`config.mk`:
```
export PLATFORM = sky130hd
export DESIGN_NAME = qpg_top
export DESIGN_NICKNAME = d
export VERILOG_FILES = /design/src/qpg_pkg.sv /design/src/qpg_top.sv /design/src/qpg_channel.sv
export SDC_FILE = /design/constraint.sdc
export NUM_CORES = 1
export LEC_CHECK = 0
export ABC_AREA = 1
export BUFFER_PORTS_ARGS = -buffer_cell sky130_fd_sc_hd__buf_2
export CAP_MARGIN = 20
export CORE_AREA = 2 2 235 237
export CTS_CLUSTER_DIAMETER = 100
export DETAILED_ROUTE_END_ITERATION = 10
export DIE_AREA = 0 0 237 239
export GPL_TIMING_DRIVEN = 0
export HOLD_SLACK_MARGIN = 0.03
export PLACE_DENSITY = 0.75
export SLEW_MARGIN = 20
export SYNTH_ARGS = -nofsm -noshare
export SYNTH_HDL_FRONTEND = slang
export SYNTH_SLANG_ARGS = --single-unit
```
`constraint.sdc`:
```
create_clock -name REF_CLK_I -period 5.8 [get_ports REF_CLK_I]
set_input_delay 0.58 -clock REF_CLK_I [delete_from_list [all_inputs] [get_ports REF_CLK_I]]
set_output_delay 0.58 -clock REF_CLK_I [all_outputs]
set_load 0.01 [all_outputs]
```
`src/qpg_pkg.sv`:
```
// Purpose: Shared constants and types for the quad pulse width modulator.
// Assumes: 20 MHz reference clock; plain register port with 8-bit byte address.
// Notes: Register offsets are byte addresses of aligned 32-bit words.

// ==========================================================================
// Package
// ==========================================================================
package qpg_pkg;

  // ========================================================================
  // Sizes
  // ========================================================================
  localparam int NUM_CH = 4;
  localparam int CNT_W = 24;
  localparam int ADDR_W = 8;
  localparam int DATA_W = 32;
  localparam int DIO_W = 8;
  localparam int PWM_PIN_BASE = 4;       // Channel 0 drives port bit 4

  // ========================================================================
  // Register offsets
  // ========================================================================
  localparam logic [ADDR_W-1:0] ADDR_CMD = 8'h00;
  localparam logic [ADDR_W-1:0] ADDR_LOAD = 8'h04;
  localparam logic [ADDR_W-1:0] ADDR_STATUS = 8'h08;
  localparam logic [ADDR_W-1:0] ADDR_DIO_DATA = 8'h0C;
  localparam logic [ADDR_W-1:0] ADDR_DIO_DIR = 8'h10;
  localparam logic [ADDR_W-1:0] ADDR_DIO_IN = 8'h14;
  localparam logic [ADDR_W-1:0] ADDR_CHAN_BASE = 8'h20;  // Period at +8*ch, duty at +8*ch+4
  localparam logic [ADDR_W-1:0] ADDR_CHAN_MASK = 8'hE0;

  // ========================================================================
  // Command word fields
  // ========================================================================
  localparam int CMD_OP_LSB = 0;
  localparam int CMD_OP_W = 4;
  localparam int CMD_CH_LSB = 4;
  localparam int CMD_ALL_BIT = 6;
  localparam int CMD_ARG_BIT = 7;

  // Status word fields
  localparam int STS_RUN_LSB = 0;
  localparam int STS_LEVEL_LSB = 4;
  localparam int STS_GATE_LSB = 8;
  localparam int STS_PIN_LSB = 12;
  localparam int STS_POL_LSB = 16;
  localparam int STS_CLK_LSB = 20;

  // Command codes
  typedef enum logic [CMD_OP_W-1:0] {
    QPG_OP_STOP = 4'h0,
    QPG_OP_LOAD = 4'h1,
    QPG_OP_POL = 4'h2,
    QPG_OP_GATE = 4'h3,
    QPG_OP_RESET = 4'h4,
    QPG_OP_PIN = 4'h5,
    QPG_OP_CLK = 4'h6,
    QPG_OP_START = 4'h7
  } qpg_op_t;

  // ========================================================================
  // Timing
  // ========================================================================
  localparam int CLK_PERIOD_NS = 50;
  localparam int SLOW_TICK_NS = 1000;    // 1 MHz count clock
  localparam int SLOW_DIV = SLOW_TICK_NS / CLK_PERIOD_NS;
  localparam int DIV_W = $clog2(SLOW_DIV);

  // ========================================================================
  // Reset values
  // ========================================================================
  localparam logic RST_POL = 1'b1;       // Active high
  localparam logic RST_CLKSEL = 1'b0;    // Fast count clock
  localparam logic [CNT_W-1:0] RST_CNT = 24'h000000;

  // Per-channel command strobes from the register side
  typedef struct packed {
    logic start;
    logic stop;
    logic clear;
    logic load_per;
    logic load_duty;
    logic [CNT_W-1:0] value;
  } qpg_chan_ctl_t;

  // Per-channel status towards the register side
  typedef struct packed {
    logic running;
    logic active;
    logic [CNT_W-1:0] per_val;
    logic [CNT_W-1:0] duty_val;
  } qpg_chan_sts_t;

  // Channel state
  typedef struct packed {
    logic running;
    logic active;
    logic [CNT_W-1:0] per_val;
    logic [CNT_W-1:0] duty_val;
    logic [CNT_W-1:0] per_cnt;
    logic [CNT_W-1:0] duty_cnt;
  } qpg_chan_state_t;

endpackage : qpg_pkg

```
`src/qpg_top.sv`:
```
// Purpose: Quad pulse width modulator with command register and port C pins.
// Assumes: REF_CLK_I at 20 MHz; RESETN_I asynchronous, active low.
// Notes: Fast count clock is every reference cycle; slow is a 1 us tick.
//
// Notes on behaviour
// - Four channels, each with 24-bit period and duty down counters.
// - Duty spans always off to always on; period 2 gives half clock.
// - Polarity picks active level; inactive level is always its opposite.
// - On start both counters count together and output goes active if duty is not zero.
// - Duty counter stops at zero; output inactive for rest of period.
// - Period counter at one reloads both counters and reasserts active if duty is not zero.
// - Duty value may change while running; used at next reload.
// - Config commands hit one channel; start, stop, reset may hit all.
// - Stop forces inactive, reloads counters, keeps configuration.
// - Reset stops channel and returns pin to its normal direction and data.
// - Pin enable forces the pin to output regardless of direction.
// - Without output gate the pin holds the inactive level.
// - Clock select picks fast or 1 MHz tick for both counters.
// - Start begins all selected channels on the same cycle.
// - Channels zero to three drive port C bits four to seven.
//
// Chosen here: the placing of the registers and the strobed register port.

module qpg_top
  import qpg_pkg::*;
(
  input wire logic REF_CLK_I,
  input wire logic RESETN_I,
  input wire logic [ADDR_W-1:0] ADDR_I,
  input wire logic [DATA_W-1:0] WDATA_I,
  input wire logic WR_I,
  input wire logic RD_I,
  output logic [DATA_W-1:0] RDATA_O,
  input wire logic [DIO_W-1:0] PORTC_I,
  output logic [DIO_W-1:0] PORTC_O,
  output logic [DIO_W-1:0] PORTC_OE_O
);

  // ========================================================================
  // Types and functions
  // ========================================================================
  typedef struct packed {
    logic [DATA_W-1:0] rdata;
    logic [CNT_W-1:0] load_data;
    logic [DIO_W-1:0] dio_data;
    logic [DIO_W-1:0] dio_dir;
    logic [NUM_CH-1:0] gate;
    logic [NUM_CH-1:0] pin_en;
    logic [NUM_CH-1:0] pol;
    logic [NUM_CH-1:0] clksel;
    logic [DIV_W-1:0] div_cnt;
    logic slow_tick;
    logic [DIO_W-1:0] sync1;
    logic [DIO_W-1:0] sync2;
    logic [DIO_W-1:0] sync3;
    logic [DIO_W-1:0] pin_in;
    logic [DIO_W-1:0] port_o;
    logic [DIO_W-1:0] port_oe;
  } qpg_top_state_t;

  // Channel mask from the all flag and the channel number
  function automatic logic [NUM_CH-1:0] chan_mask(input logic all, input logic [1:0] ch);
    logic [NUM_CH-1:0] m;
    m = '0;
    if (all) begin
      m = '1;
    end else begin
      m[ch] = 1'b1;
    end
    return m;
  endfunction : chan_mask

  // Pin level for one channel from polarity, gate and raw wave
  function automatic logic pin_level(input logic pol, input logic gate, input logic wave);
    return (gate && wave) ? pol : ~pol;
  endfunction : pin_level

  qpg_top_state_t st_reg;
  qpg_top_state_t st_next;
  qpg_chan_ctl_t ctl [NUM_CH];
  qpg_chan_sts_t sts [NUM_CH];
  logic [NUM_CH-1:0] wave;
  logic [NUM_CH-1:0] level;
  logic cmd_wr;
  qpg_op_t cmd_op;
  logic [1:0] cmd_ch;
  logic cmd_all;
  logic cmd_arg;
  logic [NUM_CH-1:0] one_mask;
  logic [NUM_CH-1:0] grp_mask;
  logic [NUM_CH-1:0] start_mask;
  logic [NUM_CH-1:0] stop_mask;
  logic [NUM_CH-1:0] clear_mask;

  // ========================================================================
  // Command decode
  // ========================================================================
  // Fields of a write to the command register
  assign cmd_wr = WR_I && (ADDR_I == ADDR_CMD);
  assign cmd_op = qpg_op_t'(WDATA_I[CMD_OP_LSB +: CMD_OP_W]);
  assign cmd_ch = WDATA_I[CMD_CH_LSB +: 2];
  assign cmd_all = WDATA_I[CMD_ALL_BIT];
  assign cmd_arg = WDATA_I[CMD_ARG_BIT];
  assign one_mask = chan_mask(1'b0, cmd_ch);
  assign grp_mask = chan_mask(cmd_all, cmd_ch);
  assign start_mask = (cmd_wr && cmd_op == QPG_OP_START) ? grp_mask : '0;
  assign stop_mask = (cmd_wr && cmd_op == QPG_OP_STOP) ? grp_mask : '0;
  assign clear_mask = (cmd_wr && cmd_op == QPG_OP_RESET) ? grp_mask : '0;

  // Strobes towards each channel
  always_comb begin
    for (int c = 0; c < NUM_CH; c++) begin
      ctl[c].start = start_mask[c];
      ctl[c].stop = stop_mask[c];
      ctl[c].clear = clear_mask[c];
      ctl[c].load_per = cmd_wr && (cmd_op == QPG_OP_LOAD) && one_mask[c] && !cmd_arg;
      ctl[c].load_duty = cmd_wr && (cmd_op == QPG_OP_LOAD) && one_mask[c] && cmd_arg;
      ctl[c].value = st_reg.load_data;
    end
  end

  // ========================================================================
  // Channels
  // ========================================================================
  generate
    for (genvar g = 0; g < NUM_CH; g++) begin : g_chan
      logic tick;
      assign tick = st_reg.clksel[g] ? st_reg.slow_tick : 1'b1;

      qpg_channel u_chan (
        .clk_i(REF_CLK_I),
        .rst_n_i(RESETN_I),
        .tick_i(tick),
        .ctl_i(ctl[g]),
        .sts_o(sts[g])
      );

      assign wave[g] = sts[g].running && sts[g].active;
      assign level[g] = pin_level(st_reg.pol[g], st_reg.gate[g], wave[g]);
    end
  endgenerate

  // ========================================================================
  // Next state
  // ========================================================================
  always_comb begin
    st_next = st_reg;

    // Input synchroniser; a change counts once stages two and three agree
    st_next.sync1 = PORTC_I;
    st_next.sync2 = st_reg.sync1;
    st_next.sync3 = st_reg.sync2;
    for (int b = 0; b < DIO_W; b++) begin
      if (st_reg.sync2[b] == st_reg.sync3[b]) begin
        st_next.pin_in[b] = st_reg.sync3[b];
      end
    end

    // Slow count tick divider
    if (st_reg.div_cnt == DIV_W'(SLOW_DIV - 1)) begin
      st_next.div_cnt = '0;
      st_next.slow_tick = 1'b1;
    end else begin
      st_next.div_cnt = st_reg.div_cnt + DIV_W'(1);
      st_next.slow_tick = 1'b0;
    end

    if (start_mask != '0) begin
      st_next.div_cnt = '0;
      st_next.slow_tick = 1'b0;
    end

    // Register writes
    if (WR_I) begin
      unique case (ADDR_I)
        ADDR_LOAD: begin
          st_next.load_data = WDATA_I[CNT_W-1:0];
        end
        ADDR_DIO_DATA: begin
          st_next.dio_data = WDATA_I[DIO_W-1:0];
        end
        ADDR_DIO_DIR: begin
          st_next.dio_dir = WDATA_I[DIO_W-1:0];
        end
        default: begin
        end
      endcase
    end

    // Single-channel configuration commands
    if (cmd_wr) begin
      unique case (cmd_op)
        QPG_OP_POL: begin
          st_next.pol[cmd_ch] = cmd_arg;
        end
        QPG_OP_GATE: begin
          st_next.gate[cmd_ch] = cmd_arg;
        end
        QPG_OP_PIN: begin
          st_next.pin_en[cmd_ch] = cmd_arg;
        end
        QPG_OP_CLK: begin
          st_next.clksel[cmd_ch] = cmd_arg;
        end
        default: begin
        end
      endcase
    end

    for (int c = 0; c < NUM_CH; c++) begin
      if (clear_mask[c]) begin
        st_next.gate[c] = 1'b0;
        st_next.pin_en[c] = 1'b0;
        st_next.pol[c] = RST_POL;
        st_next.clksel[c] = RST_CLKSEL;
      end
    end

    // Port C drive; normal direction and data unless a channel owns the bit
    st_next.port_o = st_reg.dio_data;
    st_next.port_oe = st_reg.dio_dir;
    for (int c = 0; c < NUM_CH; c++) begin
      if (st_reg.pin_en[c]) begin
        st_next.port_oe[PWM_PIN_BASE + c] = 1'b1;
        st_next.port_o[PWM_PIN_BASE + c] = level[c];
      end
    end

    // Read data, valid the cycle after the strobe
    st_next.rdata = '0;
    if (RD_I) begin
      if ((ADDR_I & ADDR_CHAN_MASK) == ADDR_CHAN_BASE) begin
        st_next.rdata[CNT_W-1:0] = ADDR_I[2] ? sts[ADDR_I[4:3]].duty_val
                                              : sts[ADDR_I[4:3]].per_val;
      end else begin
        unique case (ADDR_I)
          ADDR_LOAD: begin
            st_next.rdata[CNT_W-1:0] = st_reg.load_data;
          end
          ADDR_STATUS: begin
            for (int c = 0; c < NUM_CH; c++) begin
              st_next.rdata[STS_RUN_LSB + c] = sts[c].running;
              st_next.rdata[STS_LEVEL_LSB + c] = level[c];
            end
            st_next.rdata[STS_GATE_LSB +: NUM_CH] = st_reg.gate;
            st_next.rdata[STS_PIN_LSB +: NUM_CH] = st_reg.pin_en;
            st_next.rdata[STS_POL_LSB +: NUM_CH] = st_reg.pol;
            st_next.rdata[STS_CLK_LSB +: NUM_CH] = st_reg.clksel;
          end
          ADDR_DIO_DATA: begin
            st_next.rdata[DIO_W-1:0] = st_reg.dio_data;
          end
          ADDR_DIO_DIR: begin
            st_next.rdata[DIO_W-1:0] = st_reg.dio_dir;
          end
          ADDR_DIO_IN: begin
            st_next.rdata[DIO_W-1:0] = st_reg.pin_in;
          end
          default: begin
          end
        endcase
      end
    end
  end

  // ========================================================================
  // State register
  // ========================================================================
  always_ff @(posedge REF_CLK_I or negedge RESETN_I) begin
    if (!RESETN_I) begin
      st_reg <= '0;
      st_reg.pol <= {NUM_CH{RST_POL}};
      st_reg.clksel <= {NUM_CH{RST_CLKSEL}};
    end else begin
      st_reg <= st_next;
    end
  end

  // Outputs from flip-flops
  assign RDATA_O = st_reg.rdata;
  assign PORTC_O = st_reg.port_o;
  assign PORTC_OE_O = st_reg.port_oe;

endmodule : qpg_top

```
`src/qpg_channel.sv`:
```
// Purpose: One modulator channel: period and duty down counters.
// Assumes: Count tick is a one-cycle enable; commands are one-cycle strobes.
// Notes: Output is the raw active flag; polarity and gating live in the top.

module qpg_channel
  import qpg_pkg::*;
(
  input wire logic clk_i,
  input wire logic rst_n_i,
  input wire logic tick_i,
  input wire qpg_chan_ctl_t ctl_i,
  output qpg_chan_sts_t sts_o
);

  qpg_chan_state_t st_reg;
  qpg_chan_state_t st_next;

  // ========================================================================
  // Next state
  // ========================================================================
  always_comb begin
    st_next = st_reg;
    if (ctl_i.load_per) begin
      st_next.per_val = ctl_i.value;
    end
    if (ctl_i.load_duty) begin
      st_next.duty_val = ctl_i.value;
    end
    if (ctl_i.clear) begin
      st_next = '0;
    end else if (ctl_i.stop) begin
      st_next.running = 1'b0;
      st_next.active = 1'b0;
      st_next.per_cnt = st_reg.per_val;
      st_next.duty_cnt = st_reg.duty_val;
    end else if (ctl_i.start) begin
      st_next.running = 1'b1;
      st_next.active = (st_reg.duty_val != RST_CNT);
      st_next.per_cnt = st_reg.per_val;
      st_next.duty_cnt = st_reg.duty_val;
    end else if (st_reg.running && tick_i) begin
      if (st_reg.per_cnt <= 24'h000001) begin
        st_next.per_cnt = st_reg.per_val;
        st_next.duty_cnt = st_reg.duty_val;
        st_next.active = (st_reg.duty_val != RST_CNT);
      end else begin
        st_next.per_cnt = st_reg.per_cnt - 24'h000001;
        if (st_reg.duty_cnt != RST_CNT) begin
          st_next.duty_cnt = st_reg.duty_cnt - 24'h000001;
          if (st_reg.duty_cnt == 24'h000001) begin
            st_next.active = 1'b0;
          end
        end
      end
    end
  end

  // State register
  always_ff @(posedge clk_i or negedge rst_n_i) begin
    if (!rst_n_i) begin
      st_reg <= '0;
    end else begin
      st_reg <= st_next;
    end
  end

  // Status out
  assign sts_o.running = st_reg.running;
  assign sts_o.active = st_reg.active;
  assign sts_o.per_val = st_reg.per_val;
  assign sts_o.duty_val = st_reg.duty_val;

endmodule : qpg_channel

```
==> summary.md <==
| Metric | Value |
|---|---|
| Die Wd | `about 240 um` |
| Switch Pwr | `2.676 mW` |
| Sequential power share | `between 40% and 50%` |
| Initial Util | `between 50% and 60%` |
| Internal reg-to-reg setup slack | `~3400 ps` |
| CP required | `between 6000 and 7000 ps` |
| IO Port Bufs | `80` |
| Final GP Congestion | `roughly 1.1` |
| Synth cell types | `between 50 and 60` |
| Clk slew on worst S/H paths | `around 60 ps` |
| DR DRC count | `0` |
| Critical path capture point type | `register` |
| Main flop type after synthesis | `dfrtp_1` |
| # setup viols final | `0` |
| Overall Power | `around 9.2 mW` |
| Setup CP Type | `reg2reg` |
| Detailed Routing Iterations Pass 1 | `6` |
| FF-to-FF path depth | `12` |
| Most common cell after layout, fill and taps aside | `nand2_1` |
| Switching share of power | `29.21%` |
| Reg2reg end | `g_chan[1].u_chan.st_reg[7]` |
| Clk Latency, worst-skew pair | `~630 ps` |
| Ys async rst share | `between 90% and 100%` |
| Max layer used | `met5` |
| Clk buf depth | `3` |
| Core ar. | `between 0.05 and 0.06 mm2` |
| Pwr Density | `between 200 and 300 mW/mm2` |
| Buf/Inv on CP | `3` |
| Int Pwr | `between 6 and 7 mW` |
| Pin count of the biggest net entering global routing | `100` |
| Hold Path Cell Cnt | `1` |
| Core Rows | `86` |
| Area of the multi-input gates | `about 0.014 mm2` |
| Fin worst setup slack | `about 3400 ps` |
| Vias in the first global route | `between 20000 and 30000` |
| Final Core Density | `60.55%` |
| Fillers | `approximately 5000` |
| Register area share after synthesis | `between 40% and 50%` |
| Post-DRT Antenna Nets | `0` |
| Synthesis-stage register bit count | `between 500 and 600` |
| Num CTS Buffers | `57` |
| Hpwl dp | `about 79 mm` |
| # clock sinks | `between 500 and 600` |
| Pin slew with the least headroom to its limit | `between 800 and 900 ps` |
| Critical Path Max Stage Delay | `around 400 ps` |
| Setup crit start kind | `register` |
| GR Util All Layers | `between 30% and 40%` |
| Clock power frac | `approximately two fifths` |
| Worst Skew | `approximately 12 ps` |
| Rel. slew slack | `41.38%` |
| Tmin final | `2410 ps` |
| Register Area | `about 0.013 mm2` |
| Die Ht | `approximately 240 um` |
| Max-cap violations | `0` |
| Max reg flops | `200` |
| CP Max Fanout | `10` |
| First-pass GRT wire length | `159.6 mm` |
| Routed WL | `106.3 mm` |
| Crit path DAT | `2920 ps` |
| Met2 Wirelength | `~45 mm` |
| Most frequent cells in the layout | `1264 x nand2_1, 522 x dfrtp_1, 357 x nor2_1, 334 x o21ai_0, 293 x inv_1` |
| Initial antenna violation count | `3` |
| Final Hold Viols | `0` |
| Routed len/inst | `about 22 um` |
| DR iter-0 viols | `3466` |
| CTS root buffer | `clkbuf_16` |
| Final Non-Filler Cells | `a little under 5000` |
| Die area | `between 0.05 and 0.06 mm2` |
| Syn Inst Count | `around 4000` |
| Final worst path period share | `between 40% and 50%` |
| Grt total ovfl | `0` |
| Most used cell, CP | `nand2_1` |
| Tightest Hold Check Type | `in2reg` |
| CP endpoint | `g_chan[1].u_chan.st_reg[7]` |
| Vias after detailed routing | `~29000` |
| TritonCTS clock tree | `built` |
| WL met1 | `43.34 mm` |
| Final nets | `4180` |
| Mean Syn Cell Area | `between 7 and 8 um2` |
| RSZ-0062 raised after global routing | `false` |
| Fin. max-slew vios | `0` |
| Routed wl met3 | `11.93 mm` |
| Leakage | `roughly 16 nW` |
| Layout cells sized above 1 | `slightly below 10%` |
| H-tree depth | `2` |
| Comb pwr share | `between 10% and 20%` |
| Critical path origin | `g_chan[1].u_chan.st_reg[24]` |
| Fmax | `around 410 MHz` |
| Vias/cell | `roughly 6` |
| EDFF count, synth | `0` |
| # resized after CTS | `0` |
| Worst reg2reg path startpoint | `g_chan[1].u_chan.st_reg[24]` |
| Status | `complete, no violations` |
| Ys Warns | `0` |
| CP top delay family | `simple AND/OR/NAND/NOR gates` |
| Critical path's slowest cell | `dfrtp_1` |
| Worst vdd ir | `approximately 0.27 mV` |
| Critical path cell sequence | `inv_1, ha_1, nand2_1, nor2_1, nand3_1, nand2_1, inv_1, nand3_1, nand2_2, buf_2, nand2_1, nand2_1` |
| Post-Synthesis Cell Area | `about 0.030 mm2` |
| Synth-to-layout area growth | `11.34%` |
| # IOs | `100` |
| Crit path depth | `12` |
| Place WS | `approximately 2900 ps` |
| Dpl cells | `4751` |
==> cells by family after synthesis <==
family                     count (synthesis)  share of synthesized area (%)
other                                      1                        0.01269
DFF                                      526                          44.56
xor gates and xnor gates                 148                          4.387
AOI/OAI and AO/OA                        757                          14.07
muxes                                     16                         0.6097
adders and majority gates                 29                          1.160
and+or+nand+nor                         1949                          27.12
buffers and inverters                    529                          8.087
==> cells in the mapped netlist, types with 5 or more instances <==
cell,instances,share of area [%]
o22ai_1,89,1.9
or2_2,5,0.11
nand4_1,43,0.91
o21ai_0,334,5.7
nand3_1,209,3.5
xor2_1,108,3.2
nand2_1,1264,16
nand3_2,11,0.37
buf_6,9,0.34
a22oi_1,5,0.13
nor2_4,5,0.19
a31oi_1,8,0.17
a21oi_1,144,2.4
nor3_1,15,0.25
nand2_2,5,0.11
nor2_1,357,4.5
buf_2,72,1.2
o211ai_1,54,1.4
inv_1,293,3.7
ha_1,21,0.89
inv_2,16,0.20
buf_4,60,1.5
dfrtp_1,522,44
nor4_1,6,0.13
o21ai_1,96,1.6
xnor2_1,40,1.2
maj3_1,8,0.27
nor2_2,12,0.25
clkbuf_1,71,0.90
a211oi_1,15,0.38
mux2_2,16,0.61
==> worst reg2reg max path, delay by kind of cell, from the launching register on <==
family | cells | cell delay (ps)
adders and majority gates | 1 | 270
buffers and inverters | 3 | 420
DFF | 1 | 400
and+or+nand+nor | 8 | 1200
==> how the worst min path moves through the flow <==
stage	start	endpoint	slack, ps
floorplan	RESETN_I	PORTC_OE_O[0]	280
global placement	st_next[39]	st_next[31]	330
detailed placement	st_next[37]	st_next[29]	330
CTS	PORTC_I[1]	st_next[33]	40
global route	PORTC_I[1]	st_next[33]	40
finish	PORTC_I[7]	st_next[39]	50
==> power by group through the flow <==
stage          Sequential, mW  Combinational (mW)  Clock (mW)
6_report                 4.10                1.33        3.74
2_1_floorplan            4.06               0.951           0
3_5_place_dp             4.15                1.30           0
5_1_grt                  4.11                1.51        3.91
4_1_cts                  4.09                1.32        3.75
3_3_place_gp             4.15                1.27           0
==> layer usage <==
layer	track usage [%]	vias up
met5	0	-
met4	17.49	4
met3	9.353	315
met2	55.13	1555
met1	51.66	13460
li1	-	13180
==> final cells by class <==
cell class / count / area share (%)
Clock buffer: 82 / 4.894
Antenna cell: 1 / 0.007606
Buffer: 216 / 3.666
Inverter: 313 / 3.598
Clock inverter: 19 / 0.8291
Multi-Input combinational cell: 2907 / 42.61
Timing Repair Buffer: 86 / 1.696
Tap cell: 704 / 2.677
Sequential cell: 526 / 40.02
==> what timing repair did <==
item	CTS	global route
hold buffers	1	0
endpoints found under the hold margin	65	0
buffers inserted	0	0
==> stage by stage <==
stage | hold slack, ps | area (um2) | TNS [ps]
floorplan | 284.4 | 29580 | 0
global placement | 332.8 | 30860 | -3478180
detailed placement | 334.7 | 31000 | 0
CTS | 38.13 | 32900 | 0
global route | 39.53 | 32900 | 0
finish | 54.95 | 32900 | 0
Note: power is estimated with default switching activity, not from simulation.
